[config.mk]
export PLATFORM = sky130hd
export DESIGN_NAME = lock_loss_and_irq_monitor
export DESIGN_NICKNAME = d
export VERILOG_FILES = /design/src/lock_irq_pkg.sv /design/src/lock_loss_and_irq_monitor.sv
export SDC_FILE = /design/constraint.sdc
export NUM_CORES = 2
export LEC_CHECK = 0
export ABC_AREA = 1
export BUFFER_PORTS_ARGS = -buffer_cell sky130_fd_sc_hd__buf_4
export CORE_AREA = 2 2 341 343
export DETAILED_ROUTE_END_ITERATION = 6
export DIE_AREA = 0 0 343 345
export PLACE_DENSITY_LB_ADDON = 0.15
export SETUP_SLACK_MARGIN = 0.15
export SYNTH_ARGS = -nofsm -noshare
export SYNTH_HDL_FRONTEND = slang
export SYNTH_SLANG_ARGS = --single-unit
export TNS_END_PERCENT = 10
[constraint.sdc]
create_clock -name i_ref_clk -period 22 [get_ports i_ref_clk]
set_clock_uncertainty 0.05 [all_clocks]
set_input_delay 2.2 -clock i_ref_clk [delete_from_list [all_inputs] [get_ports i_ref_clk]]
set_output_delay 2.2 -clock i_ref_clk [all_outputs]
set_load 0.05 [all_outputs]
[src/lock_irq_pkg.sv]
`default_nettype none

package lock_irq_pkg;

	// ----------------------------------------------------------------
	// Sizes
	// ----------------------------------------------------------------
	localparam int NUM_LOOPS  = 4;
	localparam int NUM_INPUTS = 4;
	localparam int ADDR_W     = 12;
	localparam int IDX_W      = 10;
	localparam int DELAY_W    = 29;
	localparam int TIMER_W    = 37;
	localparam int MEAS_W     = 24;

	// ----------------------------------------------------------------
	// Register indexes; byte address is four times the index
	// ----------------------------------------------------------------
	localparam logic [IDX_W-1:0] IDX_REF_LIVE    = 10'h00C;
	localparam logic [IDX_W-1:0] IDX_IN_LIVE     = 10'h00D;
	localparam logic [IDX_W-1:0] IDX_LOOP_LIVE   = 10'h00E;
	localparam logic [IDX_W-1:0] IDX_REF_STICKY  = 10'h011;
	localparam logic [IDX_W-1:0] IDX_IN_STICKY   = 10'h012;
	localparam logic [IDX_W-1:0] IDX_LOOP_STICKY = 10'h013;
	localparam logic [IDX_W-1:0] IDX_REF_MASK    = 10'h017;
	localparam logic [IDX_W-1:0] IDX_IN_MASK     = 10'h018;
	localparam logic [IDX_W-1:0] IDX_LOOP_MASK   = 10'h019;
	localparam logic [IDX_W-1:0] IDX_SET_THR     = 10'h09E;
	localparam logic [IDX_W-1:0] IDX_CLR_THR     = 10'h0A0;
	localparam logic [IDX_W-1:0] IDX_TIMER_EN    = 10'h0A2;
	localparam logic [IDX_W-1:0] IDX_DELAY0      = 10'h0A4;
	localparam logic [IDX_W-1:0] IDX_FAST_EN     = 10'h0A8;

	// ----------------------------------------------------------------
	// Field positions and reset values
	// ----------------------------------------------------------------
	localparam int REF_BIT  = 1;
	localparam int HIGH_LSB = 4;
	localparam int THR_W    = 4;
	localparam logic [7:0]  MASK_RST   = 8'h00;
	localparam logic [15:0] THR_RST    = 16'h0000;
	localparam logic [3:0]  EN_RST     = 4'h0;
	localparam logic [28:0] DELAY_RST  = 29'h0000000;

	// ----------------------------------------------------------------
	// Timing
	// ----------------------------------------------------------------
	localparam int CLK_PERIOD_PS = 4000;
	localparam int MIN_DELAY_NS  = 4;
	localparam int MIN_DELAY_CYC =
		(MIN_DELAY_NS * 1000 + CLK_PERIOD_PS - 1) / CLK_PERIOD_PS;
	localparam int DELAY_UNIT_SHIFT = 8;
	localparam logic [MEAS_W-1:0] WINDOW_DEFAULT = 24'h989680;

	// Threshold code to frequency error in tenths of a ppm.
	function automatic logic [MEAS_W-1:0] ppm_tenths(
		input logic [THR_W-1:0] code
	);
		unique case (code)
			4'h0:    ppm_tenths = 24'h000001;
			4'h1:    ppm_tenths = 24'h000003;
			4'h2:    ppm_tenths = 24'h00000A;
			4'h3:    ppm_tenths = 24'h00001E;
			4'h4:    ppm_tenths = 24'h000064;
			4'h5:    ppm_tenths = 24'h00012C;
			4'h6:    ppm_tenths = 24'h0003E8;
			4'h7:    ppm_tenths = 24'h000BB8;
			4'h8:    ppm_tenths = 24'h002710;
			4'h9:    ppm_tenths = 24'h007530;
			default: ppm_tenths = 24'h0186A0;
		endcase
	endfunction

endpackage

`default_nettype wire

[src/lock_loss_and_irq_monitor.sv]
// Design decision made here: the Avalon-MM slave port.
`timescale 1ns/1ps
`default_nettype none

module lock_loss_and_irq_monitor
	import lock_irq_pkg::*;
#(
	parameter logic [MEAS_W-1:0] WINDOW_EDGES = WINDOW_DEFAULT
) (
	// Clock and reset
	input  wire logic                  i_ref_clk,
	input  wire logic                  i_arst_n,
	// Avalon-MM slave
	input  wire logic [ADDR_W-1:0]     i_avs_address,
	input  wire logic                  i_avs_read,
	input  wire logic                  i_avs_write,
	input  wire logic [31:0]           i_avs_writedata,
	input  wire logic [3:0]            i_avs_byteenable,
	output var  logic [31:0]           o_avs_readdata,
	output var  logic                  o_avs_waitrequest,
	// Loop side
	input  wire logic [NUM_LOOPS-1:0]  i_loop_ref_edge,
	input  wire logic [NUM_LOOPS-1:0]  i_loop_fb_edge,
	input  wire logic [NUM_LOOPS-1:0]  i_loop_holdover,
	output var  logic [NUM_LOOPS-1:0]  o_loop_unlocked_pin,
	output var  logic [NUM_LOOPS-1:0]  o_fast_acquire,
	// Input monitors
	input  wire logic [NUM_INPUTS-1:0] i_signal_missing,
	input  wire logic [NUM_INPUTS-1:0] i_freq_out_of_range,
	input  wire logic                  i_crystal_missing,
	// Interrupt
	output var  logic                  o_irq_n_pin
);

	// ----------------------------------------------------------------
	// Reset release
	// ----------------------------------------------------------------
	logic rst_meta;
	logic rst_n;
	// Both stages clear at once; release ripples through in two edges.

	always_ff @(posedge i_ref_clk or negedge i_arst_n) begin
		if (!i_arst_n) begin
			rst_meta <= 1'b0;
			rst_n    <= 1'b0;
		end else begin
			rst_meta <= 1'b1;
			rst_n    <= rst_meta;
		end
	end

	// ----------------------------------------------------------------
	// Bus decode
	// ----------------------------------------------------------------
	function automatic logic [31:0] lanes(input logic [3:0] be);
		lanes = {{8{be[3]}}, {8{be[2]}}, {8{be[1]}}, {8{be[0]}}};
	endfunction

	function automatic logic [31:0] merge(
		input logic [31:0] old,
		input logic [31:0] wdata,
		input logic [3:0]  be
	);
		merge = (old & ~lanes(be)) | (wdata & lanes(be));
	endfunction

	logic [IDX_W-1:0] idx;
	logic             wr_fire;
	logic [31:0]      zero_wr;

	// The low two address bits are ignored; each register is one word.
	assign idx     = i_avs_address[ADDR_W-1:2];
	assign wr_fire = i_avs_write & ~o_avs_waitrequest;
	// Bits written with zero on enabled lanes.
	assign zero_wr = lanes(i_avs_byteenable) & ~i_avs_writedata;

	// ----------------------------------------------------------------
	// Configuration registers
	// ----------------------------------------------------------------
	logic                  ref_mask;
	logic [7:0]            in_mask;
	logic [7:0]            loop_mask;
	logic [15:0]           set_thr;
	logic [15:0]           clr_thr;
	logic [NUM_LOOPS-1:0]  timer_en;
	logic [NUM_LOOPS-1:0]  fast_en;
	logic [DELAY_W-1:0]    clr_delay [NUM_LOOPS];

	always_ff @(posedge i_ref_clk or negedge rst_n) begin
		if (!rst_n) begin
			ref_mask  <= MASK_RST[REF_BIT];
			in_mask   <= MASK_RST;
			loop_mask <= MASK_RST;
			set_thr   <= THR_RST;
			clr_thr   <= THR_RST;
			timer_en  <= EN_RST;
			fast_en   <= EN_RST;
			for (int l = 0; l < NUM_LOOPS; l++) begin
				clr_delay[l] <= DELAY_RST;
			end
		end else if (wr_fire) begin
			unique case (idx)
				IDX_REF_MASK: begin
					if (i_avs_byteenable[0]) begin
						ref_mask <= i_avs_writedata[REF_BIT];
					end
				end
				IDX_IN_MASK: begin
					in_mask <= 8'(merge({24'h0, in_mask},
						i_avs_writedata, i_avs_byteenable));
				end
				IDX_LOOP_MASK: begin
					loop_mask <= 8'(merge({24'h0, loop_mask},
						i_avs_writedata, i_avs_byteenable));
				end
				IDX_SET_THR: begin
					set_thr <= 16'(merge({16'h0, set_thr},
						i_avs_writedata, i_avs_byteenable));
				end
				IDX_CLR_THR: begin
					clr_thr <= 16'(merge({16'h0, clr_thr},
						i_avs_writedata, i_avs_byteenable));
				end
				IDX_TIMER_EN: begin
					timer_en <= 4'(merge({28'h0, timer_en},
						i_avs_writedata, i_avs_byteenable));
				end
				IDX_FAST_EN: begin
					fast_en <= 4'(merge({28'h0, fast_en},
						i_avs_writedata, i_avs_byteenable));
				end
				default: begin
					// Delay words sit here so the case items stay constant.
					for (int l = 0; l < NUM_LOOPS; l++) begin
						if (idx == IDX_DELAY0 + IDX_W'(l)) begin
							clr_delay[l] <= DELAY_W'(merge(
								{3'h0, clr_delay[l]},
								i_avs_writedata, i_avs_byteenable));
						end
					end
				end
			endcase
		end
	end

	// ----------------------------------------------------------------
	// Per-loop lock-loss monitors
	// ----------------------------------------------------------------
	logic [NUM_LOOPS-1:0] lock_loss;

	for (genvar g = 0; g < NUM_LOOPS; g++) begin : g_loop
		logic [MEAS_W-1:0]  ref_cnt;
		logic signed [24:0] diff;
		logic signed [24:0] next_diff;
		logic [24:0]        mag;
		logic [MEAS_W-1:0]  meas;
		logic               meas_vld;
		logic               win_end;
		logic [TIMER_W-1:0] timer;
		logic [TIMER_W-1:0] load;
		logic               timer_run;
		logic [MEAS_W-1:0]  set_lim;
		logic [MEAS_W-1:0]  clr_lim;

		assign set_lim = ppm_tenths(set_thr[g*THR_W +: THR_W]);
		assign clr_lim = ppm_tenths(clr_thr[g*THR_W +: THR_W]);
		assign win_end = i_loop_ref_edge[g]
			&& (ref_cnt == WINDOW_EDGES - 24'h000001);
		// A zero delay still holds off for one cycle, the shortest setting.
		assign load = (clr_delay[g] == DELAY_RST)
			? TIMER_W'(MIN_DELAY_CYC)
			: TIMER_W'(clr_delay[g]) << DELAY_UNIT_SHIFT;

		// Feedback minus input edges over one window of input edges.
		// Edges on both clocks in one cycle cancel, so no count is lost.
		always_comb begin
			next_diff = diff;
			if (i_loop_fb_edge[g] && !i_loop_ref_edge[g]) begin
				next_diff = diff + 25'sd1;
			end else if (i_loop_ref_edge[g] && !i_loop_fb_edge[g]) begin
				next_diff = diff - 25'sd1;
			end
			mag = next_diff[24] ? 25'(-next_diff) : 25'(next_diff);
		end

		always_ff @(posedge i_ref_clk or negedge rst_n) begin
			if (!rst_n) begin
				ref_cnt  <= '0;
				diff     <= '0;
				meas     <= '0;
				meas_vld <= 1'b0;
			end else if (win_end) begin
				ref_cnt  <= '0;
				diff     <= '0;
				meas     <= mag[24] ? '1 : mag[MEAS_W-1:0];
				meas_vld <= 1'b1;
			end else begin
				if (i_loop_ref_edge[g]) begin
					ref_cnt <= ref_cnt + 24'h000001;
				end
				diff     <= next_diff;
				meas_vld <= 1'b0;
			end
		end

		// A window that fails the clear test stops the hold-off; the next passing window reloads it.
		// The count pauses for one cycle whenever a window result arrives.
		always_ff @(posedge i_ref_clk or negedge rst_n) begin
			if (!rst_n) begin
				lock_loss[g] <= 1'b0;
				timer        <= '0;
				timer_run    <= 1'b0;
			end else if (meas_vld) begin
				if (meas > set_lim) begin
					lock_loss[g] <= 1'b1;
					timer_run    <= 1'b0;
				end else if (lock_loss[g] && meas <= clr_lim) begin
					if (!timer_en[g]) begin
						lock_loss[g] <= 1'b0;
					end else if (!timer_run) begin
						timer_run <= 1'b1;
						timer     <= load;
					end
				end else begin
					timer_run <= 1'b0;
				end
			end else if (timer_run) begin
				if (timer <= TIMER_W'(1)) begin
					lock_loss[g] <= 1'b0;
					timer_run    <= 1'b0;
				end else begin
					timer <= timer - TIMER_W'(1);
				end
			end
		end
	end

	assign o_loop_unlocked_pin = lock_loss;

	// Fast acquisition trails the indicator by one cycle to stay registered.
	always_ff @(posedge i_ref_clk or negedge rst_n) begin
		if (!rst_n) begin
			o_fast_acquire <= '0;
		end else begin
			o_fast_acquire <= lock_loss & fast_en;
		end
	end

	// ----------------------------------------------------------------
	// Sticky flags
	// ----------------------------------------------------------------
	logic       ref_sticky;
	logic [7:0] in_sticky;
	logic [7:0] loop_sticky;
	logic [7:0] in_live;
	logic [7:0] loop_live;

	assign in_live   = {i_freq_out_of_range, i_signal_missing};
	assign loop_live = {i_loop_holdover, lock_loss};

	// A live alarm wins over a clear in the same cycle.
	// Only bits written with zero on an enabled byte lane may clear.
	always_ff @(posedge i_ref_clk or negedge rst_n) begin
		if (!rst_n) begin
			ref_sticky  <= 1'b0;
			in_sticky   <= 8'h00;
			loop_sticky <= 8'h00;
		end else begin
			if (wr_fire && idx == IDX_REF_STICKY
					&& zero_wr[REF_BIT] && !i_crystal_missing) begin
				ref_sticky <= 1'b0;
			end else if (i_crystal_missing) begin
				ref_sticky <= 1'b1;
			end
			if (wr_fire && idx == IDX_IN_STICKY) begin
				in_sticky <= (in_sticky & ~(zero_wr[7:0] & ~in_live))
					| in_live;
			end else begin
				in_sticky <= in_sticky | in_live;
			end
			if (wr_fire && idx == IDX_LOOP_STICKY) begin
				loop_sticky <= (loop_sticky
					& ~(zero_wr[7:0] & ~loop_live))
					| loop_live;
			end else begin
				loop_sticky <= loop_sticky | loop_live;
			end
		end
	end

	// ----------------------------------------------------------------
	// Interrupt pin
	// ----------------------------------------------------------------
	always_ff @(posedge i_ref_clk or negedge rst_n) begin
		if (!rst_n) begin
			o_irq_n_pin <= 1'b1;
		end else begin
			// Low while any unmasked flag stands, high once all clear.
			o_irq_n_pin <= ~(|(in_sticky & ~in_mask)
				| |(loop_sticky & ~loop_mask)
				| (ref_sticky & ~ref_mask));
		end
	end

	// ----------------------------------------------------------------
	// Read path and wait states
	// ----------------------------------------------------------------
	logic [31:0] next_rdata;

	always_comb begin
		next_rdata = 32'h00000000;
		unique case (idx)
			IDX_REF_LIVE:    next_rdata[REF_BIT] = i_crystal_missing;
			IDX_IN_LIVE:     next_rdata[7:0] = in_live;
			IDX_LOOP_LIVE:   next_rdata[7:0] = loop_live;
			IDX_REF_STICKY:  next_rdata[REF_BIT] = ref_sticky;
			IDX_IN_STICKY:   next_rdata[7:0] = in_sticky;
			IDX_LOOP_STICKY: next_rdata[7:0] = loop_sticky;
			IDX_REF_MASK:    next_rdata[REF_BIT] = ref_mask;
			IDX_IN_MASK:     next_rdata[7:0] = in_mask;
			IDX_LOOP_MASK:   next_rdata[7:0] = loop_mask;
			IDX_SET_THR:     next_rdata[15:0] = set_thr;
			IDX_CLR_THR:     next_rdata[15:0] = clr_thr;
			IDX_TIMER_EN:    next_rdata[3:0] = timer_en;
			IDX_FAST_EN:     next_rdata[3:0] = fast_en;
			default: begin
				for (int l = 0; l < NUM_LOOPS; l++) begin
					if (idx == IDX_DELAY0 + IDX_W'(l)) begin
						next_rdata[DELAY_W-1:0] = clr_delay[l];
					end
				end
			end
		endcase
	end

	// Every access takes exactly one wait state.
	// Read data are latched with the answer and hold until the next access.
	always_ff @(posedge i_ref_clk or negedge rst_n) begin
		if (!rst_n) begin
			o_avs_waitrequest <= 1'b1;
			o_avs_readdata    <= 32'h00000000;
		end else if ((i_avs_read || i_avs_write) && o_avs_waitrequest) begin
			o_avs_waitrequest <= 1'b0;
			o_avs_readdata    <= next_rdata;
		end else begin
			o_avs_waitrequest <= 1'b1;
		end
	end

endmodule // lock_loss_and_irq_monitor

`default_nettype wire

==> impl_summary.txt <==
----------------------------------------------------
[Floorplanning]
  Number of primary I/O pins ... around 120
  Y dimension of the die ... 345 um
  Area of the core ... 115,100 sq um
  Area enclosed by the die boundary ... about 120,000 sq um
  Die Wd ... approximately 340 um
  Standard-cell row count ... ~130
  Initial core utilization ... between 30% and 40%

[Clock network]
  Deepest clock path buffer count ... 3
  Post-cts hold buffer count ... 0
  Post-CTS setup repair buffer count ... 0
  Clock tree from TritonCTS ... built
  Number of levels the H-tree was split into ... 3
  Clock sink total ... 679
  Worst-Skew Late Latency ... roughly 700 ps
  TritonCTS Buffers ... 86
  Clk slew on worst S/H paths ... 60 ps
  Quantity of gates resized following cts ... 0
  Cell at the root of the clock tree ... sky130_fd_sc_hd__clkbuf_16

[Critical path]
  Critical Path Most Common Cell ... sky130_fd_sc_hd__nand2_1
  Reg-to-reg critical path endpoint ... o_avs_readdata[25]
  Crit path kind ... input port to register
  Worst flop-to-flop path startpoint ... rst_n
  Maximum single-stage delay on the critical path ... between 800 and 900 ps
  Depth of the worst register-to-register path ... 4
  Element type at the critical path start ... input port
  Library cell contributing the largest single delay on the critical path ... sky130_fd_sc_hd__clkinv_1
  R2R setup slack ... between 15,000 and 20,000 ps
  Data arrival time of the critical path ... ~5300 ps
  Top fanout value on the critical path ... 26
  Number of buffer and inverter instances along the worst setup path ... 4
  Critical-path cell list ... buf_4, inv_1, nand2_1, nor3_2, inv_1, nor2_1, nand2_1, clkinv_1, nand2_1, o2111ai_1, o21ai_0, nand2_1
  Req. time, crit path ... 22,450 ps
  Cell family contributing the most delay on the critical path ... buffers and inverters
  Endpoint kind of the worst setup timing path ... register

[Route]
  Remaining DRCs ... 0
  Remaining number of nets flagged by the antenna check after routing ... 0
  Final WL ... roughly 140,000 um
  Mean routed wirelength per cell ... roughly 17 um
  DRC marker count from the first detailed-route iteration ... about 3,400
  Routed via count divided by cell count ... ~5.2
  Number of vias in the routed layout ... around 43,000
  Number of optimization iterations in the first detailed-route pass ... 6

[Synth]
  Total standard cell area after synthesis ... ~46,000 sq um
  Synth async-reset ratio ... 100.0%
  Yosys warning count ... 0
  Count of different cell masters after synthesis ... 67
  Biggest area consumer among synthesized cells ... sky130_fd_sc_hd__dfrtp_1
  Sequential area share after synthesis ... between 30% and 40%
  Synthesized area divided by synthesized cell count ... about 6.8 sq um
  Cell types occupying the most area after synthesis ... sky130_fd_sc_hd__dfrtp_1 37%, sky130_fd_sc_hd__nand2_1 15%, sky130_fd_sc_hd__nor2_1 7.5%, sky130_fd_sc_hd__inv_1 6.5%, sky130_fd_sc_hd__o21ai_0 5.7%
  Most instantiated flip-flop cell in the synthesis netlist ... sky130_fd_sc_hd__dfrtp_1
  Number of flops mapped to enable cells by yosys ... 0
  Post-synthesis sequential element count ... slightly below 700
  Post-synthesis instance total ... between 6,000 and 7,000
  Ranking of synthesized cells by instance count ... 1,865 x sky130_fd_sc_hd__nand2_1, 918 x sky130_fd_sc_hd__nor2_1, 787 x sky130_fd_sc_hd__inv_1
  Synth top area share ... between 30% and 40%
  Most instantiated library cell after synthesis ... sky130_fd_sc_hd__nand2_1

[Layout]
  Antenna diodes ... 0
  Growth of design area from synthesis to finish ... 11.41%
  Final #Nets ... 6,976
  Final non-filler cell total ... between 8,000 and 9,000
  Final std cell area, no fill ... about 51,000 sq um
  Proportion of layout cells with a drive suffix above 1 ... 6.782%

[Worst hold path]
  Capture endpoint of the worst hold path ... rst_n
  Worst Hold Path Cells ... 0
  Startpoint of the most critical hold path ... rst_meta
  Worst Hold Class ... register to register

[Power]
  Clk network pwr share ... 39.6%
  Switching power share of the total ... between 30% and 40%
  Internal power ... approximately 2.5 mW
  Share of power burned in combinational logic ... a little over a fifth
  Worst IR drop on VDD ... 0.00005827 V
  Cell area power density ... around 75 nW/um^2
  Reg power frac ... 39.1%
  Net switching power of the design ... between 1 and 1.5 mW
  Leakage Power ... 26.03 nW

[Placed design]
  Number of placed cells counting well taps ... 8,179
  Detail Placement HPWL ... 106,000 um
  I/O Buffers ... 106
  Placed standard-cell area ... ~48,000 sq um
  Global placer's final weighted congestion ... just over 0.9

[STA]
  Final hold viol count ... 0
  Count of endpoints failing setup in the final report ... 0
  Maximum frequency from static timing analysis ... about 200 MHz
  Tcrit/Tclk final ... 22.14%
  Setup tns final ... 0 ps
  Transition at the pin with the smallest max-transition slack ... ~1100 ps
  RSZ-0062 raised after global routing ... false
  Final Slew Violations ... 0
  Post-layout min period ... 4872 ps
  Relative slew slack ... about a quarter

[Job]
  Max capacitance violation total ... 0

[GRT]
  Overall routing resource usage ... 23.43%
  Number of global-route vias before repair ... roughly 40,000
  Largest net degree at the start of global routing ... 123
  Initial antenna violation count ... 4
  Grt ovf ... 0
  First-pass GRT wire length ... roughly 220,000 um

[Outcome]
  Outcome ... completed

----------------------------------------------------
worst max-delay path by stage:
stage | endpoint | cells after the start | slack, ps | startpoint
2_1_floorplan | asynchronous set/reset pin | 0 | 1630 | rst_n
3_3_place_gp | g_loop[0].meas[23] | 16 | 16680 | i_loop_ref_edge[0]
3_5_place_dp | g_loop[0].meas[23] | 16 | 16620 | i_loop_ref_edge[0]
4_1_cts | g_loop[0].meas[23] | 16 | 17350 | i_loop_ref_edge[0]
5_1_grt | g_loop[0].meas[23] | 16 | 16940 | i_loop_ref_edge[0]
6_report | o_avs_readdata[4] | 12 | 17130 | i_avs_address[8]
final cells by class:
cell class	count	area, sq um
multi-input combinational	5015	24890
clock buffer	112	2350
fill	12070	64210
inverter	824	3098
sequential	679	17000
timing repair buffer	137	1041
clock inverter	45	613.1
tap	1524	1907
per-layer routing:
metal,routed length [um],GRT usage (%),up-vias
li1,-,-,21840
met1,67550,34.58,20380
met2,60170,35.71,1103
met3,9892,4.057,132
met4,2264,4.910,8
met5,49,0,-
cell usage in the layout, fill, tap and decap left out, drive strengths merged, types with 12 or more instances in the layout:
cell,instances
nand2,1884
nor2,956
inv,824
dfrtp,677
o21ai,559
nand3,425
a21oi,200
ha,160
nand4,158
buf,137
xor2,124
nor3,112
clkbuf,112
nor4,78
or2,51
mux2i,49
xnor2,41
o22ai,40
clkinv,28
o21a,24
a31oi,19
o2111ai,16
nand3b,15
o211ai,14
o21bai,13
a221oi,12
bufinv,12
per-stage QoR:
step	worst slack, ps	power [mW]	utilization (%)	hold WS (ps)
final	17130	3.800	44.22	297.5
after global placement	16680	2.306	41.64	282.1
after global routing	16940	4.043	44.22	306.7
after floorplan	1626	2.101	-	281.2
after detailed placement	16620	2.316	41.64	286.5
after CTS	17350	3.844	44.22	300.0
cells by family (layout without fill, tap and decap cells):
| kind of cell | Yosys count | after routing | synth area share, % |
|---|---|---|---|
| AO/OA/AOI/OAI | 947 | 947 | 11.47 |
| flip-flops | 679 | 679 | 37.20 |
| other | 2 | 4 | 0.01644 |
| buffers and inverters | 991 | 1118 | 8.499 |
| AND/OR/NAND/NOR | 3689 | 3689 | 34.14 |
| XOR/XNOR | 165 | 165 | 3.196 |
| adder cells (fa/ha/maj) | 160 | 160 | 4.382 |
| multiplexers | 50 | 50 | 1.098 |
power groups by stage:
| stage | sequential (mW) | combinational [mW] | clock [mW] |
|---|---|---|---|
| after floorplan | 1.48 | 0.623 | 0 |
| after global placement | 1.50 | 0.802 | 0 |
| after detailed placement | 1.50 | 0.813 | 0 |
| after CTS | 1.48 | 0.816 | 1.54 |
| after global routing | 1.50 | 0.943 | 1.60 |
| final | 1.48 | 0.812 | 1.50 |
No activity file was read; power rests on OpenSTA's default activity.
